`src/verilog/pin_timing_pkg.sv`:
```
`default_nettype none
package pin_timing_pkg;

  // ===========================================================================
  // timing, all derived from the 125 MHz core clock
  // ===========================================================================
  localparam int CLK_PERIOD_NS        = 8;
  localparam int UNIT_TIME_NS         = 2000;       // width unit, 2 us
  localparam int UNIT_CYCLES          = UNIT_TIME_NS / CLK_PERIOD_NS;
  localparam int MS_TIME_NS           = 1000000;
  localparam int MS_CYCLES            = MS_TIME_NS / CLK_PERIOD_NS;
  localparam int FETCH_TIME_NS        = 300000;     // 0.3 ms per instruction
  localparam int FETCH_CYCLES         = (FETCH_TIME_NS + CLK_PERIOD_NS - 1) / CLK_PERIOD_NS;
  localparam int NAP_BASE_TIME_NS     = 18000000;   // 18 ms nap quantum
  localparam int NAP_BASE_CYCLES      = NAP_BASE_TIME_NS / CLK_PERIOD_NS;
  localparam int WAKE_GLITCH_TIME_NS  = 18000000;   // pins released on wake
  localparam int WAKE_GLITCH_CYCLES   = WAKE_GLITCH_TIME_NS / CLK_PERIOD_NS;
  localparam int EDGE_TIMEOUT_TIME_NS = 131000000;  // 0.131 s
  localparam int EDGE_TIMEOUT_CYCLES  = EDGE_TIMEOUT_TIME_NS / CLK_PERIOD_NS;

  // ===========================================================================
  // register map, byte addresses
  // ===========================================================================
  localparam logic [4:0] DIRECTION_OFFSET    = 5'h00;
  localparam logic [4:0] OUTPUT_LATCH_OFFSET = 5'h04;
  localparam logic [4:0] INPUT_STATE_OFFSET  = 5'h08;
  localparam logic [4:0] COMMAND_OFFSET      = 5'h0C;
  localparam logic [4:0] STATUS_OFFSET       = 5'h10;
  localparam logic [4:0] RESULT_OFFSET       = 5'h14;
  localparam int STATUS_BUSY_BIT   = 0;
  localparam int STATUS_WAKE_BIT   = 1;
  localparam int STATUS_ZERO_BIT   = 2;
  localparam logic [15:0] DIRECTION_RESET    = 16'h0000;
  localparam logic [15:0] OUTPUT_LATCH_RESET = 16'h0000;

  // ===========================================================================
  // types
  // ===========================================================================
  typedef enum logic [2:0] {
    OP_DRIVE_LOW   = 3'h0,
    OP_MAKE_OUTPUT = 3'h1,
    OP_NAP         = 3'h2,
    OP_DELAY       = 3'h3,
    OP_MEASURE     = 3'h4,
    OP_RESTART     = 3'h5
  } op_type;

  typedef enum logic [2:0] {
    ST_IDLE      = 3'h0,
    ST_FETCH     = 3'h1,
    ST_NAP       = 3'h2,
    ST_WAKE      = 3'h3,
    ST_DELAY     = 3'h4,
    ST_WAIT_EDGE = 3'h5,
    ST_MEASURE   = 3'h6
  } fsm_type;

  // command word layout as written to the command register
  typedef struct packed {
    logic [15:0] arg;
    logic [5:0]  spare_hi;
    logic        byte_mode;
    logic        level;
    logic [3:0]  pin;
    logic        spare_lo;
    logic [2:0]  op;
  } cmd_type;

  typedef struct packed {
    logic [15:0] out;
    logic [15:0] oe_n;
  } pin_drive_type;

  typedef struct packed {
    fsm_type     fsm;
    logic [2:0]  op;
    logic [15:0] dirs;
    logic [15:0] outs;
    logic [15:0] sync1;
    logic [15:0] sync2;
    logic [15:0] sync3;
    logic [15:0] filt;
    logic [31:0] tick;
    logic [15:0] count;
    logic [3:0]  pin;
    logic        level;
    logic        byte_mode;
    logic        last_level;
    logic [15:0] result;
    logic        gave_zero;
    logic        glitch;
    logic        ack;
    logic [31:0] readdata;
  } state_type;

endpackage
`default_nettype wire
```
`src/verilog/pin_control_pulse_timing.sv`:
```
`timescale 1ns/1ns
`default_nettype none
module pin_control_pulse_timing
  import pin_timing_pkg::*;
#(
  parameter int FETCH_CYCLES_P        = FETCH_CYCLES,
  parameter int MS_CYCLES_P           = MS_CYCLES,
  parameter int NAP_BASE_CYCLES_P     = NAP_BASE_CYCLES,
  parameter int WAKE_GLITCH_CYCLES_P  = WAKE_GLITCH_CYCLES,
  parameter int EDGE_TIMEOUT_CYCLES_P = EDGE_TIMEOUT_CYCLES
) (
  input  wire logic          core_clk,
  input  wire logic          reset,
  input  wire logic [4:0]    avs_address,
  input  wire logic          avs_read,
  input  wire logic          avs_write,
  input  wire logic [31:0]   avs_writedata,
  input  wire logic [3:0]    avs_byteenable,
  output logic [31:0]        avs_readdata,
  output logic               avs_waitrequest,
  input  wire logic [15:0]   pin_in,
  output pin_drive_type      pin_drive,
  output logic               busy
);

  // ===========================================================================
  // helpers
  // ===========================================================================
  // merge the low two byte lanes of a write into a 16-bit register
  function automatic logic [15:0] merge16(input logic [15:0] old_v,
                                          input logic [31:0] wdata,
                                          input logic [3:0]  be);
    logic [15:0] v;
    v = old_v;
    if (be[0]) begin
      v[7:0] = wdata[7:0];
    end
    if (be[1]) begin
      v[15:8] = wdata[15:8];
    end
    return v;
  endfunction

  // one-hot mask for a pin index
  function automatic logic [15:0] pin_mask(input logic [3:0] idx);
    return 16'h0001 << idx;
  endfunction

  state_type q;
  state_type d;
  cmd_type   cmd;
  logic      req;
  logic      acc_write;
  logic      lvl;

  assign cmd       = cmd_type'(avs_writedata);
  assign req       = avs_read | avs_write;
  assign acc_write = avs_write & q.ack;
  assign lvl       = q.filt[q.pin];

  // ===========================================================================
  // bus answer and pin outputs
  // ===========================================================================
  // one wait state on every access keeps read data registered
  assign avs_waitrequest = req & ~q.ack;
  assign avs_readdata    = q.readdata;
  assign busy            = (q.fsm != ST_IDLE);
  assign pin_drive.out   = q.outs;
  // the wake glitch overrides every direction bit without losing them
  assign pin_drive.oe_n  = ~q.dirs | {16{q.glitch}};

  // ===========================================================================
  // next state
  // ===========================================================================
  always_comb begin
    d = q;
    // three-stage synchroniser; a change counts once stages two and three agree
    d.sync1 = pin_in;
    d.sync2 = q.sync1;
    d.sync3 = q.sync2;
    for (int i = 0; i < 16; i++) begin
      if (q.sync2[i] == q.sync3[i]) begin
        d.filt[i] = q.sync3[i];
      end
    end

    // bus slave: ack one cycle after the request appears
    d.ack = req & ~q.ack;
    if (req && !q.ack) begin
      unique case (avs_address)
        DIRECTION_OFFSET:    d.readdata = {16'h0000, q.dirs};
        OUTPUT_LATCH_OFFSET: d.readdata = {16'h0000, q.outs};
        INPUT_STATE_OFFSET:  d.readdata = {16'h0000, q.filt};
        STATUS_OFFSET:       d.readdata = {29'h00000000, q.gave_zero, q.glitch, busy};
        RESULT_OFFSET:       d.readdata = {16'h0000, q.result};
        default:             d.readdata = 32'h00000000;
      endcase
    end
    if (acc_write && avs_address == DIRECTION_OFFSET) begin
      d.dirs = merge16(q.dirs, avs_writedata, avs_byteenable);
    end
    if (acc_write && avs_address == OUTPUT_LATCH_OFFSET) begin
      d.outs = merge16(q.outs, avs_writedata, avs_byteenable);
    end

    // sequencer
    unique case (q.fsm)
      ST_IDLE: begin
        // commands arriving while busy are dropped, not queued
        if (acc_write && avs_address == COMMAND_OFFSET && &avs_byteenable) begin
          d.op        = cmd.op;
          d.pin       = cmd.pin;
          d.level     = cmd.level;
          d.byte_mode = cmd.byte_mode;
          d.count     = cmd.arg;
          d.tick      = 32'h00000000;
          d.fsm       = ST_FETCH;
          unique case (cmd.op)
            OP_DRIVE_LOW: begin
              d.dirs = d.dirs | pin_mask(cmd.pin);
              d.outs = d.outs & ~pin_mask(cmd.pin);
            end
            OP_MAKE_OUTPUT: begin
              d.dirs = d.dirs | pin_mask(cmd.pin);
            end
            OP_RESTART: begin
              d.dirs = DIRECTION_RESET;
            end
            OP_MEASURE: begin
              d.dirs = d.dirs & ~pin_mask(cmd.pin);
            end
            default: begin
            end
          endcase
          if (cmd.op > OP_RESTART) begin
            d.fsm = ST_IDLE;                         // unknown opcode ignored
          end
        end
      end
      ST_FETCH: begin
        d.tick = q.tick + 32'h00000001;
        if (q.tick == 32'(FETCH_CYCLES_P - 1)) begin
          d.tick = 32'h00000000;
          d.fsm  = ST_IDLE;
          unique case (q.op)
            OP_NAP: begin
              d.count = 16'h0001 << q.count[2:0];
              d.fsm   = ST_NAP;
            end
            OP_DELAY: begin
              if (q.count != 16'h0000) begin
                d.fsm = ST_DELAY;
              end
            end
            OP_MEASURE: begin
              d.last_level = lvl;
              d.fsm        = ST_WAIT_EDGE;
            end
            default: begin
            end
          endcase
        end
      end
      ST_NAP: begin
        // raw watchdog quanta; no trim against the resonator here
        d.tick = q.tick + 32'h00000001;
        if (q.tick == 32'(NAP_BASE_CYCLES_P - 1)) begin
          d.tick  = 32'h00000000;
          d.count = q.count - 16'h0001;
          if (q.count == 16'h0001) begin
            d.glitch = 1'b1;
            d.fsm    = ST_WAKE;
          end
        end
      end
      ST_WAKE: begin
        d.tick = q.tick + 32'h00000001;
        if (q.tick == 32'(WAKE_GLITCH_CYCLES_P - 1)) begin
          d.glitch = 1'b0;
          d.tick   = 32'h00000000;
          d.fsm    = ST_IDLE;
        end
      end
      ST_DELAY: begin
        d.tick = q.tick + 32'h00000001;
        if (q.tick == 32'(MS_CYCLES_P - 1)) begin
          d.tick  = 32'h00000000;
          d.count = q.count - 16'h0001;
          if (q.count == 16'h0001) begin
            d.fsm = ST_IDLE;
          end
        end
      end
      ST_WAIT_EDGE: begin
        d.tick       = q.tick + 32'h00000001;
        d.last_level = lvl;
        // a level already present does not trigger; only a transition does
        if (lvl != q.last_level && lvl == q.level) begin
          d.tick  = 32'h00000000;
          d.count = 16'h0000;
          d.fsm   = ST_MEASURE;
        end else if (q.tick == 32'(EDGE_TIMEOUT_CYCLES_P - 1)) begin
          d.result    = 16'h0000;
          d.gave_zero = 1'b1;
          d.tick      = 32'h00000000;
          d.fsm       = ST_IDLE;
        end
      end
      ST_MEASURE: begin
        if (lvl != q.level) begin
          d.result    = q.byte_mode ? {8'h00, q.count[7:0]} : q.count;
          d.gave_zero = 1'b0;
          d.fsm       = ST_IDLE;
        end else begin
          d.tick = q.tick + 32'h00000001;
          if (q.tick == 32'(UNIT_CYCLES - 1)) begin
            d.tick = 32'h00000000;
            if (q.count == 16'hFFFF) begin
              // 16-bit counter would wrap: pulse too long
              d.result    = 16'h0000;
              d.gave_zero = 1'b1;
              d.fsm       = ST_IDLE;
            end else begin
              d.count = q.count + 16'h0001;
            end
          end
        end
      end
      default: begin
        d.fsm = ST_IDLE;
      end
    endcase
  end

  // ===========================================================================
  // state register
  // ===========================================================================
  always_ff @(posedge core_clk) begin
    if (reset) begin
      q      <= '0;
      q.fsm  <= ST_IDLE;
      q.dirs <= DIRECTION_RESET;
      q.outs <= OUTPUT_LATCH_RESET;
    end else begin
      q <= d;
    end
  end

  // ===========================================================================
  // checks
  // ===========================================================================
  logic cmd_take;
  assign cmd_take = acc_write && avs_address == COMMAND_OFFSET && &avs_byteenable
                    && q.fsm == ST_IDLE;

  property p_drive_low;
    @(posedge core_clk) disable iff (reset)
      (cmd_take && cmd.op == OP_DRIVE_LOW) |=>
        (q.dirs[$past(cmd.pin)] && !q.outs[$past(cmd.pin)] && q.fsm == ST_FETCH);
  endproperty
  a_drive_low: assert property (p_drive_low) else $error("drive-low did not set pin");

  property p_released;
    @(posedge core_clk) disable iff (reset)
      (q.fsm == ST_WAKE) |-> (q.glitch && pin_drive.oe_n == 16'hFFFF);
  endproperty
  a_released: assert property (p_released) else $error("pin driven during wake glitch");

  property p_undriven;
    @(posedge core_clk) disable iff (reset)
      (q.fsm != ST_WAKE) |-> (pin_drive.oe_n == ~q.dirs);
  endproperty
  a_undriven: assert property (p_undriven) else $error("pin drive differs from direction");

  property p_make_output;
    @(posedge core_clk) disable iff (reset)
      (cmd_take && cmd.op == OP_MAKE_OUTPUT && !(avs_address == OUTPUT_LATCH_OFFSET)) |=>
        ($stable(q.outs) && q.dirs[$past(cmd.pin)]);
  endproperty
  a_make_output: assert property (p_make_output) else $error("make-output wrong");

  property p_restart;
    @(posedge core_clk) disable iff (reset)
      (cmd_take && cmd.op == OP_RESTART) |=> (q.dirs == 16'h0000);
  endproperty
  a_restart: assert property (p_restart) else $error("restart left an output");

  property p_measure_input;
    @(posedge core_clk) disable iff (reset)
      (cmd_take && cmd.op == OP_MEASURE) |=> !q.dirs[$past(cmd.pin)] ##1 !q.dirs[q.pin];
  endproperty
  a_measure_input: assert property (p_measure_input) else $error("measure pin not input");

  property p_no_level_start;
    @(posedge core_clk) disable iff (reset)
      (q.fsm == ST_WAIT_EDGE && lvl == q.last_level) |=> (q.fsm != ST_MEASURE);
  endproperty
  a_no_level_start: assert property (p_no_level_start) else $error("started without edge");

  // the start decision must have seen the other level first, then the chosen one
  property p_edge_start;
    @(posedge core_clk) disable iff (reset)
      (q.fsm == ST_WAIT_EDGE) ##1 (q.fsm == ST_MEASURE) |->
        ($past(lvl) == q.level && $past(q.last_level) != q.level);
  endproperty
  a_edge_start: assert property (p_edge_start) else $error("count began on wrong edge");

  property p_stop_on_change;
    @(posedge core_clk) disable iff (reset)
      (q.fsm == ST_MEASURE && lvl != q.level) |=> (q.fsm == ST_IDLE && !q.gave_zero);
  endproperty
  a_stop_on_change: assert property (p_stop_on_change) else $error("count ran past pin change");

  property p_unit_step;
    @(posedge core_clk) disable iff (reset)
      (q.fsm == ST_MEASURE && lvl == q.level && q.count != 16'hFFFF
       && q.tick == 32'(UNIT_CYCLES - 1)) |=>
        (q.fsm == ST_MEASURE && q.count == $past(q.count) + 16'h0001);
  endproperty
  a_unit_step: assert property (p_unit_step) else $error("width unit not counted");

  property p_edge_timeout;
    @(posedge core_clk) disable iff (reset)
      (q.fsm == ST_WAIT_EDGE && q.tick == 32'(EDGE_TIMEOUT_CYCLES_P - 1)
       && !(lvl != q.last_level && lvl == q.level)) |=>
        (q.fsm == ST_IDLE && q.gave_zero && q.result == 16'h0000);
  endproperty
  a_edge_timeout: assert property (p_edge_timeout) else $error("edge timeout not zero");

  property p_delay_end;
    @(posedge core_clk) disable iff (reset)
      (q.fsm == ST_DELAY && q.count == 16'h0001 && q.tick == 32'(MS_CYCLES_P - 1)) |=>
        (q.fsm == ST_IDLE);
  endproperty
  a_delay_end: assert property (p_delay_end) else $error("delay did not end");

  property p_byte_result;
    @(posedge core_clk) disable iff (reset)
      (q.fsm == ST_MEASURE && q.byte_mode && lvl != q.level) |=>
        (q.result == {8'h00, $past(q.count[7:0])} && q.fsm == ST_IDLE);
  endproperty
  a_byte_result: assert property (p_byte_result) else $error("byte result not low 8 bits");

  property p_nap_to_wake;
    @(posedge core_clk) disable iff (reset)
      (q.fsm == ST_NAP && q.count == 16'h0001 && q.tick == 32'(NAP_BASE_CYCLES_P - 1)) |=>
        (q.fsm == ST_WAKE && q.glitch && pin_drive.oe_n == 16'hFFFF);
  endproperty
  a_nap_to_wake: assert property (p_nap_to_wake) else $error("nap end missed wake");

  property p_bus_answer;
    @(posedge core_clk) disable iff (reset)
      ($rose(req) && !q.ack) |-> avs_waitrequest ##1 !avs_waitrequest;
  endproperty
  a_bus_answer: assert property (p_bus_answer) else $error("bus answer not in one cycle");

  c_measure_done: cover property (@(posedge core_clk) disable iff (reset)
    q.fsm == ST_MEASURE ##1 q.fsm == ST_IDLE);
  c_edge_timeout: cover property (@(posedge core_clk) disable iff (reset)
    q.fsm == ST_WAIT_EDGE ##1 (q.fsm == ST_IDLE && q.gave_zero));
  c_wake_glitch: cover property (@(posedge core_clk) disable iff (reset)
    $fell(q.glitch));
  c_delay_done: cover property (@(posedge core_clk) disable iff (reset)
    q.fsm == ST_DELAY ##1 q.fsm == ST_IDLE);

endmodule // pin_control_pulse_timing
`default_nettype wire

```
`config.mk`:
```
export PLATFORM = sky130hd
export DESIGN_NAME = pin_control_pulse_timing
export DESIGN_NICKNAME = d
export VERILOG_FILES = /design/src/verilog/pin_timing_pkg.sv /design/src/verilog/pin_control_pulse_timing.sv
export SDC_FILE = /design/constraint.sdc
export NUM_CORES = 1
export LEC_CHECK = 0
export ABC_CLOCK_PERIOD_IN_PS = 3500
export BUFFER_PORTS_ARGS = -buffer_cell sky130_fd_sc_hd__buf_4
export CAP_MARGIN = 20
export CORE_ASPECT_RATIO = 0.6
export CORE_MARGIN = 10
export CORE_UTILIZATION = 30
export CTS_CLUSTER_DIAMETER = 30
export DETAILED_ROUTE_END_ITERATION = 10
export PLACE_DENSITY_LB_ADDON = 0.08
export SETUP_SLACK_MARGIN = 0.1
export SYNTH_ARGS = -nofsm -noshare
export SYNTH_HDL_FRONTEND = slang
export SYNTH_SLANG_ARGS = --single-unit
```
`constraint.sdc`:
```
create_clock -name core_clk -period 3.5 [get_ports core_clk]
set_clock_uncertainty 0.05 [all_clocks]
set_input_delay 1.05 -clock core_clk [delete_from_list [all_inputs] [get_ports core_clk]]
set_output_delay 1.05 -clock core_clk [all_outputs]
set_load 0.005 [all_outputs]
```
# Word-level counts from Yosys, hierarchy flattened
# Index checks and enable logic that the tools add are counted.
# W data, S select, Z words.
# word_totals
regBits,208
inputBits,61
out_inout_bits,66
elab_cells,194
# op_classes
addsub,3
n_lt_le_gt_ge,2
n_eq_ne,61
shift,2
n_mux,56
bitwise,10
n_reduce_logical,26
# ops
cell,count
$mux W48,5
$pmux W32 S7,1
$mux W32,4
$mux W16,7
$pmux W16 S6,1
$mux W17,5
$pmux W16 S5,1
$mux W54,1
$pmux W16 S3,1
$mux W38,1
$mux W3,12
$pmux W17 S2,1
$add A32 B1 Y32 const B,1
$and A16 B16 Y16,2
$eq A32 B16 Y1 const B,1
$eq A32 B17 Y1 const B,1
$eq A32 B22 Y1 const B,1
$eq A32 B24 Y1 const B,1
$eq A32 B8 Y1 const B,1
$mux W8,4
$not A16 Y16,2
$or A16 B16 Y16,2
$ne A2 B2 Y1 const B,13
$pmux W3 S7,1
40 further kinds,90

# Logic depth before layout (Yosys ltp)
# Gate-level depths: netlist (run 1).
# depth
ltp_word,7
mapped_depth,12
depth_no_buf,10

# Least setup slack after synthesis (run 1)
# No wires, ideal clock.
# synth_path
kind,input-to-reg
start,in avs_address[1]
end,reg q[67] (netlist name)
setup_time_ps,132
arrival_ps,3156
required_time_ps,3318
slack_ps,161
path_stages,10
path_buffers,2
cell_sequence,or3b_2 nor4_2 a211o_1 a41oi_1 a211oi_1 and3_1 buf_2 buf_4 mux2i_1 a21oi_1
# synth_between
elab_chain_cells,5
# synth_rtl
element,line_no,rtl
start: declaration,pin_control_pulse_timing.sv:14,"input wire logic [4:0] avs_address,"
$eq A5 B4 Y1,--,
$logic_and A1 B1 Y1 (2 in series),--,
$ne A2 B2 Y1 (no line),--,
$reduce_and A10 Y1 (no line),--,
end: declaration,pin_control_pulse_timing.sv:49,state_type q;
# No other way between the ends.
# A chain may end at the register's enable or synchronous reset.

# Worst setup path in the final report (run 1)
# layout_path
start,reg q[105] (netlist name)
end,reg q[77] (netlist name)
# layout_between
elab_chain_cells,4
word_cells_on_any_way,14
cone_classes,eq/ne: 5; mux: 9
# layout_rtl
element,line_no,rtl
$eq A32 B8 Y1 or $eq A32 B24 Y1 (tied branches),"pin_control_pulse_timing.sv:216, pin_control_pulse_timing.sv:202",
$mux W48 or $mux W32 (tied branches),"pin_control_pulse_timing.sv:216, pin_control_pulse_timing.sv:202",
$mux W48 or $mux W32 (tied branches),"pin_control_pulse_timing.sv:210, pin_control_pulse_timing.sv:198",
$pmux W32 S7 (*),pin_control_pulse_timing.sv:107,unique case (q.fsm)
# Every way passes the cells marked *; elsewhere a longest branch is shown, timed or not. The select of a mux whose other input is x is not followed.

==> results.py, run 1 <==
metrics = {
    "worst_setup_path": {
        "r2r_setup_slack_ns": 0.30,
        "slowest_stage": "or4_1",
        "worstPathBufferInverterCount": 2,
        "cp_cell_sequence": "or4_1 > or3b_1 > and4b_1 > o22ai_1 > a211oi_1 > buf_4 > nor2_1 > buf_4 > a21oi_1 > o21ai_0",
        "crit_type": "register to register",
        "max_stage_delay_ns": 0.64,
        "critPathArrivalTime_ns": 3.49,
        "required_ns": 3.79,
        "critical_path.most_common_cell": "buf_4",
        "critical_path.startpoint_type": "register",
        "crit_path_max_fanout": 22,
        "cp_top_family": "simple AND/OR/NAND/NOR gates",
        "cp-end-kind": "register",
    },
    "cts": {
        "clock_tree.htree_level_count": 4,
        "cts_tree": "yes",
        "cts_sinks": 192,
        "root_buffer": "clkbuf_16",
        "clk_latency_ns": 0.46,
        "clk_pin_slew_ns": 0.08,
        "cts.path.max_buffers": 2,
        "numCtsBuffers": 17,
    },
    "sta": {
        "slew_headroom_pct": 39.2,
        "finalCritPeriodShare_pct": 91.3,
        "drv_slew": 0,
        "tightest_slew_ns": 0.912,
        "finalHoldViolCount": 0,
        "hold_ws_ns": 0.389,
        "rsz0062_at_grt": "yes",
        "post-route-min-period_ns": 3.20,
        "setup_violations": 0,
        "clock.fmax_mhz": 313,
    },
    "synth": {
        "synth_edf_count": 0,
        "yosysWarnings": 0,
        "dominantRegCellSynth": "dfxtp_1",
        "synth_top_cell_area_share_pct": 38.6,
        "synth_cells": 1243,
        "ys_top_cells_by_area": "dfxtp_1 39%, a21oi_1 5.6%, nand2_1 4.7%",
        "syn_area_um2": 9960,
        "async_flop_share_pct": 0,
        "synth_area_leader_cell": "dfxtp_1",
        "ys_seq_elements": 192,
        "yosys-top-cells-count": "192 x dfxtp_1, 125 x nand2_1, 112 x a21oi_1",
        "ys_seq_area_share_pct": 38.6,
        "synth.most_common_cell": "dfxtp_1",
        "post_synth.cell_area_avg_um2": 8.01,
        "synth_cell_types": 72,
    },
    "hold_path": {
        "hold_class": "register to register",
    },
    "floorplanning": {
        "die_w_um": 255,
        "num_rows": 51,
        "core_um2": 32600,
        "die_y_um": 161,
        "io_pins": 127,
        "dieArea_um2": 41100,
        "start_util_pct": 30.5,
    },
    "route": {
        "avgViaCountPerCell": 5.26,
        "remaining_drc_errors": 0,
        "routed_wl_mm": 35.0,
        "vias": 9322,
        "dr.first_iter.drc_count": 918,
        "ant_nets": 0,
        "wire_per_inst_um": 19.7,
        "first_pass_iters": 6,
    },
    "global_routing": {
        "grt_max_degree": 80,
        "antenna_found_initial": 0,
        "grt_pass1_wl_mm": 54.3,
        "grt_overflow_total": 0,
        "grt_usage_pct": 16.9,
        "grt_pass1_vias": 8682,
    },
    "place": {
        "io_buffers": 110,
        "place_hpwl_mm": 25.7,
        "gp_congestion": 0.845,
    },
    "run": {
        "max_cap_viol_count": 0,
    },
    "power": {
        "leakage_nw": 4.41,
        "powerDensity_nw_per_um2": 384,
        "irDropWorstVdd_v": 0.000357,
        "total_power_mw": 4.53,
    },
    "layout": {
        "layout-drive-gt1-share_pct": 16.8,
        "nets": 1378,
        "area_growth_pct": 18.4,
    },
    "outcome": {
        "run_status": "complete, no violations",
    },
}
[path summary, 6_finish.rpt]
check | from | endpoint | depth (start not counted)
worst max register to register | q[105]$_SDFFE_PP0P_ | q[77]$_SDFFE_PP0P_ | 10
worst min-delay path | d[151]$_SDFF_PP0_ | d[135]$_SDFF_PP0_ | 1
worst max-delay path | q[105]$_SDFFE_PP0P_ | q[77]$_SDFFE_PP0P_ | 10
worst min register to register | d[151]$_SDFF_PP0_ | d[135]$_SDFF_PP0_ | 1
[metrics by stage]
step | utilization (%) | cell area, µm² | setup TNS (ns) | std cells | setup slack, ns
after floorplan | - | 10000 | 0 | 1258 | 0.161
after global placement | 34.1 | 11100 | 0 | 1738 | 0.0476
after detailed placement | 34.1 | 11100 | -0.0208 | 1738 | -0.0101
after CTS | 36.1 | 11800 | 0 | 1770 | 0.226
after global routing | 36.1 | 11800 | 0 | 1770 | 0.0539
final | 36.2 | 11800 | 0 | 1771 | 0.304
[routing by layer]
layer	global-route usage [%]	vias to the layer above	share of wire (%)
met5	0	-	0
met4	3.37	0	0.84
met3	3.41	16	6.6
met2	22.0	259	39
met1	27.1	4509	54
li1	-	4538	-
[state kept, by name (all words and copies together) (netlist names)]
| signal | flops |
|---|---|
| pin_drive | 16 |
| q | 128 |
| avs_readdata | 16 |
| d | 32 |
[cells in the final DEF, fill, tap and decap left out, drive strengths merged, types with 6 or more instances in the layout]
cell type | Yosys | layout
nand3 | 75 | 75
nand4 | 18 | 18
ha | 10 | 10
a211oi | 14 | 14
nor4 | 13 | 13
nor2 | 90 | 90
conb | 1 | 16
or3 | 27 | 27
mux2i | 45 | 45
a22o | 17 | 17
a22oi | 35 | 35
inv | 25 | 31
a311oi | 12 | 12
nor2b | 56 | 56
clkbuf | 71 | 18
dfxtp | 192 | 192
nand2b | 25 | 25
xor2 | 8 | 8
clkinv | 1 | 9
nor3 | 36 | 36
o21ai | 69 | 69
or2 | 6 | 6
or4 | 7 | 7
a21oi | 112 | 112
nand2 | 125 | 125
buf | 63 | 164
and3 | 8 | 8
[area by class of cell]
cell class | instances | area, µm²
clock buffers | 18 | 439
well taps | 450 | 563
repair buffers | 164 | 1260
multi-input cells | 906 | 5380
flip-flops and latches | 192 | 3840
diodes | 1 | 2.50
inverters | 26 | 97.6
fillers | 3412 | 20800
clock inverters | 14 | 203
[power by group]
group / switching [mW] / leakage, nW / total (mW) / internal [mW]
Clock: 1.09 / 0.308 / 2.10 / 1.01
Combinational: 0.129 / 2.55 / 0.213 / 0.0846
Sequential: 0.0104 / 1.56 / 2.22 / 2.21
[worst register-to-register path: stages, from the launching register on]
cell and delay, ns:
dfxtp_1 0.34, or4_1 0.64, or3b_1 0.47, and4b_1 0.35
o22ai_1 0.12, a211oi_1 0.31, buf_4 0.29, nor2_1 0.06
buf_4 0.23, a21oi_1 0.16, o21ai_0 0.07
[logic make-up after synthesis]
group,share of synthesized area (%)
AO/OA/AOI/OAI,20.0
multiplexers,4.98
XOR/XNOR,1.06
AND/OR/NAND/NOR,25.9
other,0.0377
flip-flops,38.6
adder cells (fa/ha/maj),1.26
buffers and inverters,8.13
[what timing repair did]
action,CTS,global route
setup endpoints to repair,16,37
endpoints found under the hold margin,0,0
hold buffers,0,0
cloned,0,0
resized for setup,1,3
buffers inserted,0,0
Note: power is estimated with default switching activity, not from simulation.
==> inputs of run 2 (changes only) <==
--- a/config.mk
+++ b/config.mk
@@ -13,7 +13,7 @@
 export CORE_UTILIZATION = 30
 export CTS_CLUSTER_DIAMETER = 30
 export DETAILED_ROUTE_END_ITERATION = 10
-export PLACE_DENSITY_LB_ADDON = 0.08
+export PLACE_DENSITY = 0.58
 export SETUP_SLACK_MARGIN = 0.1
 export SYNTH_ARGS = -nofsm -noshare
 export SYNTH_HDL_FRONTEND = slang
==> run 2 against run 1 <==
Sequential share of layout area up 0.13 points. Highest routed layer unchanged. Largest cell class unchanged. First-iteration DRC count up 15%. Sequential cell count unchanged. Total power down 0.57%.
==> results.py, run 2 (synthesis results as in run 1) <==
metrics = {
    "place": {
        "io_buffers": 110,
        "post-place-ws_ns": -0.0563,
        "gp_congestion": 0.928,
        "place_hpwl_mm": 24.2,
    },
    "power": {
        "irDropWorstVdd_v": 0.000404,
        "powerDensity_nw_per_um2": 384,
        "total_power_mw": 4.51,
        "leakage_nw": 4.37,
    },
    "layout": {
        "diodes": 0,
        "final_common_cell": "dfxtp_1",
        "final_cell_mix": "192 x dfxtp_1, 149 x buf_4, 125 x nand2_1, 112 x a21oi_1, 90 x nor2_1",
        "layout-drive-gt1-share_pct": 16.1,
        "largest_reg_flops": 128,
        "fillers": 3401,
        "area_growth_pct": 17.9,
        "fin_util_pct": 36.0,
        "nets": 1367,
        "top_register": "q",
    },
    "route": {
        "vias": 9413,
        "remaining_drc_errors": 0,
        "ant_nets": 0,
        "dr.first_iter.drc_count": 1055,
        "avgViaCountPerCell": 5.35,
        "first_pass_iters": 6,
        "wire_per_inst_um": 18.6,
        "routed_wl_mm": 32.8,
    },
    "worst_setup_path": {
        "r2r_setup_slack_ns": 0.31,
        "crit_start": "q[54]$_SDFFE_PP0P_",
        "cp-end-kind": "register",
        "crit_type": "register to register",
        "critical_path.startpoint_type": "register",
        "max_stage_delay_ns": 0.64,
        "worstPathBufferInverterCount": 0,
        "rr_startpoint": "q[54]$_SDFFE_PP0P_",
        "required_ns": 3.85,
        "slowest_stage": "or4_4",
        "crit_path_max_fanout": 21,
        "cp_top_family": "simple AND/OR/NAND/NOR gates",
        "cp_cell_sequence": "mux4_2 > and2_4 > o221a_1 > a221oi_2 > a211oi_2 > or4_4 > or3_1 > nand3_1",
        "critPathArrivalTime_ns": 3.55,
    },
    "cts": {
        "cts_tree": "yes",
        "clock_tree.htree_level_count": 4,
        "clk_pin_slew_ns": 0.09,
        "clk_latency_ns": 0.46,
        "cts_resized": 0,
        "cts_hold_buf": 0,
        "root_buffer": "clkbuf_16",
        "cts.path.max_buffers": 2,
        "postCtsSetupRepairBufs": 0,
        "cts_sinks": 192,
        "numCtsBuffers": 17,
    },
    "global_routing": {
        "grt_usage_pct": 15.6,
        "antenna_found_initial": 0,
        "grt_pass1_vias": 8761,
        "grt_pass1_wl_mm": 51.1,
        "grt_overflow_total": 0,
        "grt_max_degree": 84,
    },
    "floorplanning": {
        "io_pins": 127,
        "dieArea_um2": 41100,
        "core_um2": 32600,
        "start_util_pct": 30.5,
        "die_y_um": 161,
        "die_w_um": 255,
        "num_rows": 51,
    },
    "sta": {
        "tightest_slew_ns": 0.901,
        "fin_ws_ns": 0.309,
        "post-route-min-period_ns": 3.19,
        "hold_ws_ns": 0.387,
        "finalHoldViolCount": 0,
        "slew_headroom_pct": 39.8,
        "finalCritPeriodShare_pct": 91.2,
        "clock.fmax_mhz": 313,
        "rsz0062_at_grt": "no",
        "drv_slew": 0,
        "setup_violations": 0,
        "setup-tns-final_ns": 0,
    },
    "hold_path": {
        "worstHoldStart": "d[143]$_SDFF_PP0_",
        "hold_class": "register to register",
    },
    "outcome": {
        "run_status": "complete, no violations",
    },
    "run": {
        "max_cap_viol_count": 0,
    },
}
[run 2: cell count changes in the layout (fill, tap and decap cells not counted), sizes merged]
cell,change
buf,-11
inv,+1
clkinv,-1
diode,-1
[run 2: power breakdown]
part	internal [mW]	switching (mW)
Sequential	2.21	0.0102
Clock	1.01	1.07
Combinational	0.0807	0.125
[run 2: layer usage]
metal	global-route usage, %	vias up	share of wire (%)
li1	-	4526	-
met1	23.1	4457	48
met3	4.65	25	10
met2	21.5	405	41
met5	0	-	0
met4	3.37	0	0.85
[run 2: layout make-up]
cell class / instances / area (µm²) / share of cell area, %
multi-input cells: 906 / 5390 / 45.9
clock buffers: 18 / 439 / 3.74
clock inverters: 14 / 203 / 1.73
inverters: 26 / 97.6 / 0.831
repair buffers: 153 / 1200 / 10.2
flip-flops and latches: 192 / 3840 / 32.7
well taps: 450 / 563 / 4.80
[run 2: final timing paths]
check / to / cells past startpoint
min reg2reg: d[127]$_SDFF_PP0_ / 1
max: q[103]$_SDFFE_PP0P_ / 8
max reg2reg: q[103]$_SDFFE_PP0P_ / 8
min: d[127]$_SDFF_PP0_ / 1
[run 2: metrics by stage]
stage	area [µm²]	std cells
after detailed placement	11100	1726
after floorplan	10000	1258
after global placement	11100	1726
final	11700	1759
after global routing	11700	1759
after CTS	11700	1758
==> inputs of run 3 (changes only) <==
--- a/config.mk
+++ b/config.mk
@@ -9,7 +9,7 @@
 export BUFFER_PORTS_ARGS = -buffer_cell sky130_fd_sc_hd__buf_4
 export CAP_MARGIN = 20
 export CORE_ASPECT_RATIO = 0.6
-export CORE_MARGIN = 10
+export CORE_MARGIN = 4
 export CORE_UTILIZATION = 30
 export CTS_CLUSTER_DIAMETER = 30
 export DETAILED_ROUTE_END_ITERATION = 10
==> run 3 against run 2 <==
Maximum frequency about the same. Clock power about the same. Via count increased by 0.19%. Register-to-register slack about the same. Global-route usage increased by 1.5 points. Sequential share of layout area increased by 0.11 points. Core utilization about the same. Setup slack got worse by 0.0027 ns. Die area decreased by 12%. Total power increased by 0.27%. Critical endpoint is now q[92]$_SDFFE_PP0P_. Largest power group unchanged.
==> results.py, run 3 (synthesis results as in run 1) <==
metrics = {
    "cts": {
        "cts_sinks": 192,
        "cts.path.max_buffers": 2,
        "root_buffer": "clkbuf_16",
        "cts_tree": "yes",
        "numCtsBuffers": 17,
        "clk_latency_ns": 0.45,
        "postCtsSetupRepairBufs": 0,
        "clk_pin_slew_ns": 0.08,
        "clock_tree.htree_level_count": 4,
        "cts_hold_buf": 0,
    },
    "sta": {
        "slew_headroom_pct": 52.9,
        "finalCritPeriodShare_pct": 91.2,
        "tightest_slew_ns": 0.701,
        "rsz0062_at_grt": "no",
        "setup_violations": 0,
        "setup-tns-final_ns": 0,
        "finalHoldViolCount": 0,
        "clock.fmax_mhz": 313,
        "post-route-min-period_ns": 3.19,
        "drv_slew": 0,
    },
    "place": {
        "gp_congestion": 0.923,
        "place_inst": 1702,
        "io_buffers": 110,
        "place_hpwl_mm": 23.5,
    },
    "worst_setup_path": {
        "rr_startpoint": "q[54]$_SDFFE_PP0P_",
        "crit_type": "register to register",
        "slowest_stage": "or4_4",
        "max_stage_delay_ns": 0.65,
        "critical_path.startpoint_type": "register",
        "crit_path_max_fanout": 21,
        "rr_endpoint": "q[92]$_SDFFE_PP0P_",
        "r2r_cells": 8,
        "r2r_setup_slack_ns": 0.31,
        "required_ns": 3.84,
        "cp_cell_sequence": "mux4_2 > and2_4 > o221a_1 > a221oi_2 > a211oi_2 > or4_4 > or3_1 > nand3_1",
        "critPathArrivalTime_ns": 3.53,
        "cp-end-kind": "register",
    },
    "global_routing": {
        "grt_max_degree": 62,
        "antenna_found_initial": 0,
        "grt_overflow_total": 0,
        "grt_usage_pct": 17.1,
        "grt_pass1_wl_mm": 49.2,
        "grt_pass1_vias": 8402,
    },
    "layout": {
        "fin_util_pct": 36.0,
        "final_common_cell": "dfxtp_1",
        "nets": 1368,
        "area_growth_pct": 17.5,
        "diodes": 0,
        "final_cell_mix": "191 x dfxtp_1, 151 x buf_4, 125 x nand2_1, 112 x a21oi_1, 89 x nor2_1",
        "largest_reg_flops": 128,
        "final_cells": 1734,
        "layout-drive-gt1-share_pct": 16.2,
        "top_register": "q",
    },
    "route": {
        "vias": 9431,
        "routed_wl_mm": 31.7,
        "ant_nets": 0,
        "first_pass_iters": 5,
        "dr.first_iter.drc_count": 1077,
        "avgViaCountPerCell": 5.44,
        "wire_per_inst_um": 18.3,
        "remaining_drc_errors": 0,
    },
    "floorplanning": {
        "start_util_pct": 30.6,
        "dieArea_um2": 36300,
        "num_rows": 51,
        "die_y_um": 149,
        "core_um2": 32500,
        "io_pins": 127,
        "die_w_um": 243,
    },
    "power": {
        "irDropWorstVdd_v": 0.000346,
        "powerDensity_nw_per_um2": 386,
        "leakage_nw": 4.37,
    },
    "hold_path": {
        "hold_end": "d[125]$_SDFF_PP0_",
        "hold_class": "register to register",
        "holdPathStages": 1,
        "worstHoldStart": "d[141]$_SDFF_PP0_",
    },
    "outcome": {
        "run_status": "complete, no violations",
    },
    "run": {
        "max_cap_viol_count": 0,
    },
}
[run 3: worst max-delay path: cells and delay by family (launching register included)]
kind / cells / cell delay, ns
muxes: 1 / 0.54
and+or+nand+nor: 4 / 1.32
DFF: 1 / 0.41
AOI/OAI and AO/OA: 3 / 0.81
[run 3: per-stage QoR]
stage	worst slack [ns]	hold WS (ns)	power [mW]	cell area, µm²
after global routing	0.117	0.409	4.68	11700
after CTS	0.133	0.395	4.57	11700
after global placement	0.0995	0.369	2.47	11000
after detailed placement	0.0461	0.374	2.47	11000
after floorplan	0.161	0.364	2.38	10000
final	0.307	0.391	4.52	11700
[run 3: worst max-delay path by stage]
stage / from / to / cells after the start
final: q[54]$_SDFFE_PP0P_ / q[92]$_SDFFE_PP0P_ / 8
after global routing: q[98]$_SDFFE_PP0P_ / q[73]$_SDFFE_PP0P_ / 9
after CTS: q[54]$_SDFFE_PP0P_ / q[40]$_SDFFE_PP0P_ / 8
after detailed placement: avs_address[1] / q[69]$_SDFFE_PP0P_ / 11
after global placement: avs_address[1] / q[67]$_SDFFE_PP0P_ / 11
after floorplan: avs_address[1] / q[67]$_SDFFE_PP0P_ / 10
[run 3: where the power goes]
part	switching, mW	internal, mW
clock	1.04	1.06
combinational	0.125	0.0796
sequential	0.0103	2.21
total	1.17	3.34
[run 3: cell type report]
cell class | instances | area [µm²]
clock inverter | 15 | 228
multi-input combinational | 906 | 5380
sequential | 192 | 3840
inverter | 26 | 97.6
timing repair buffer | 154 | 1190
clock buffer | 17 | 425
fill | 3337 | 20800
tap | 424 | 531
[run 3: repair_timing]
item	in CTS	in global routing
setup endpoints to repair	0	58
endpoints found under the hold margin	0	0
resized for setup	0	4
[run 3: per-layer routing]
layer,wire length (µm),vias up,global-route usage [%]
li1,-,4517,-
met1,15900,4481,27.0
met2,12600,412,22.6
met3,2950,21,4.80
met4,313,0,3.83
met5,0,-,0
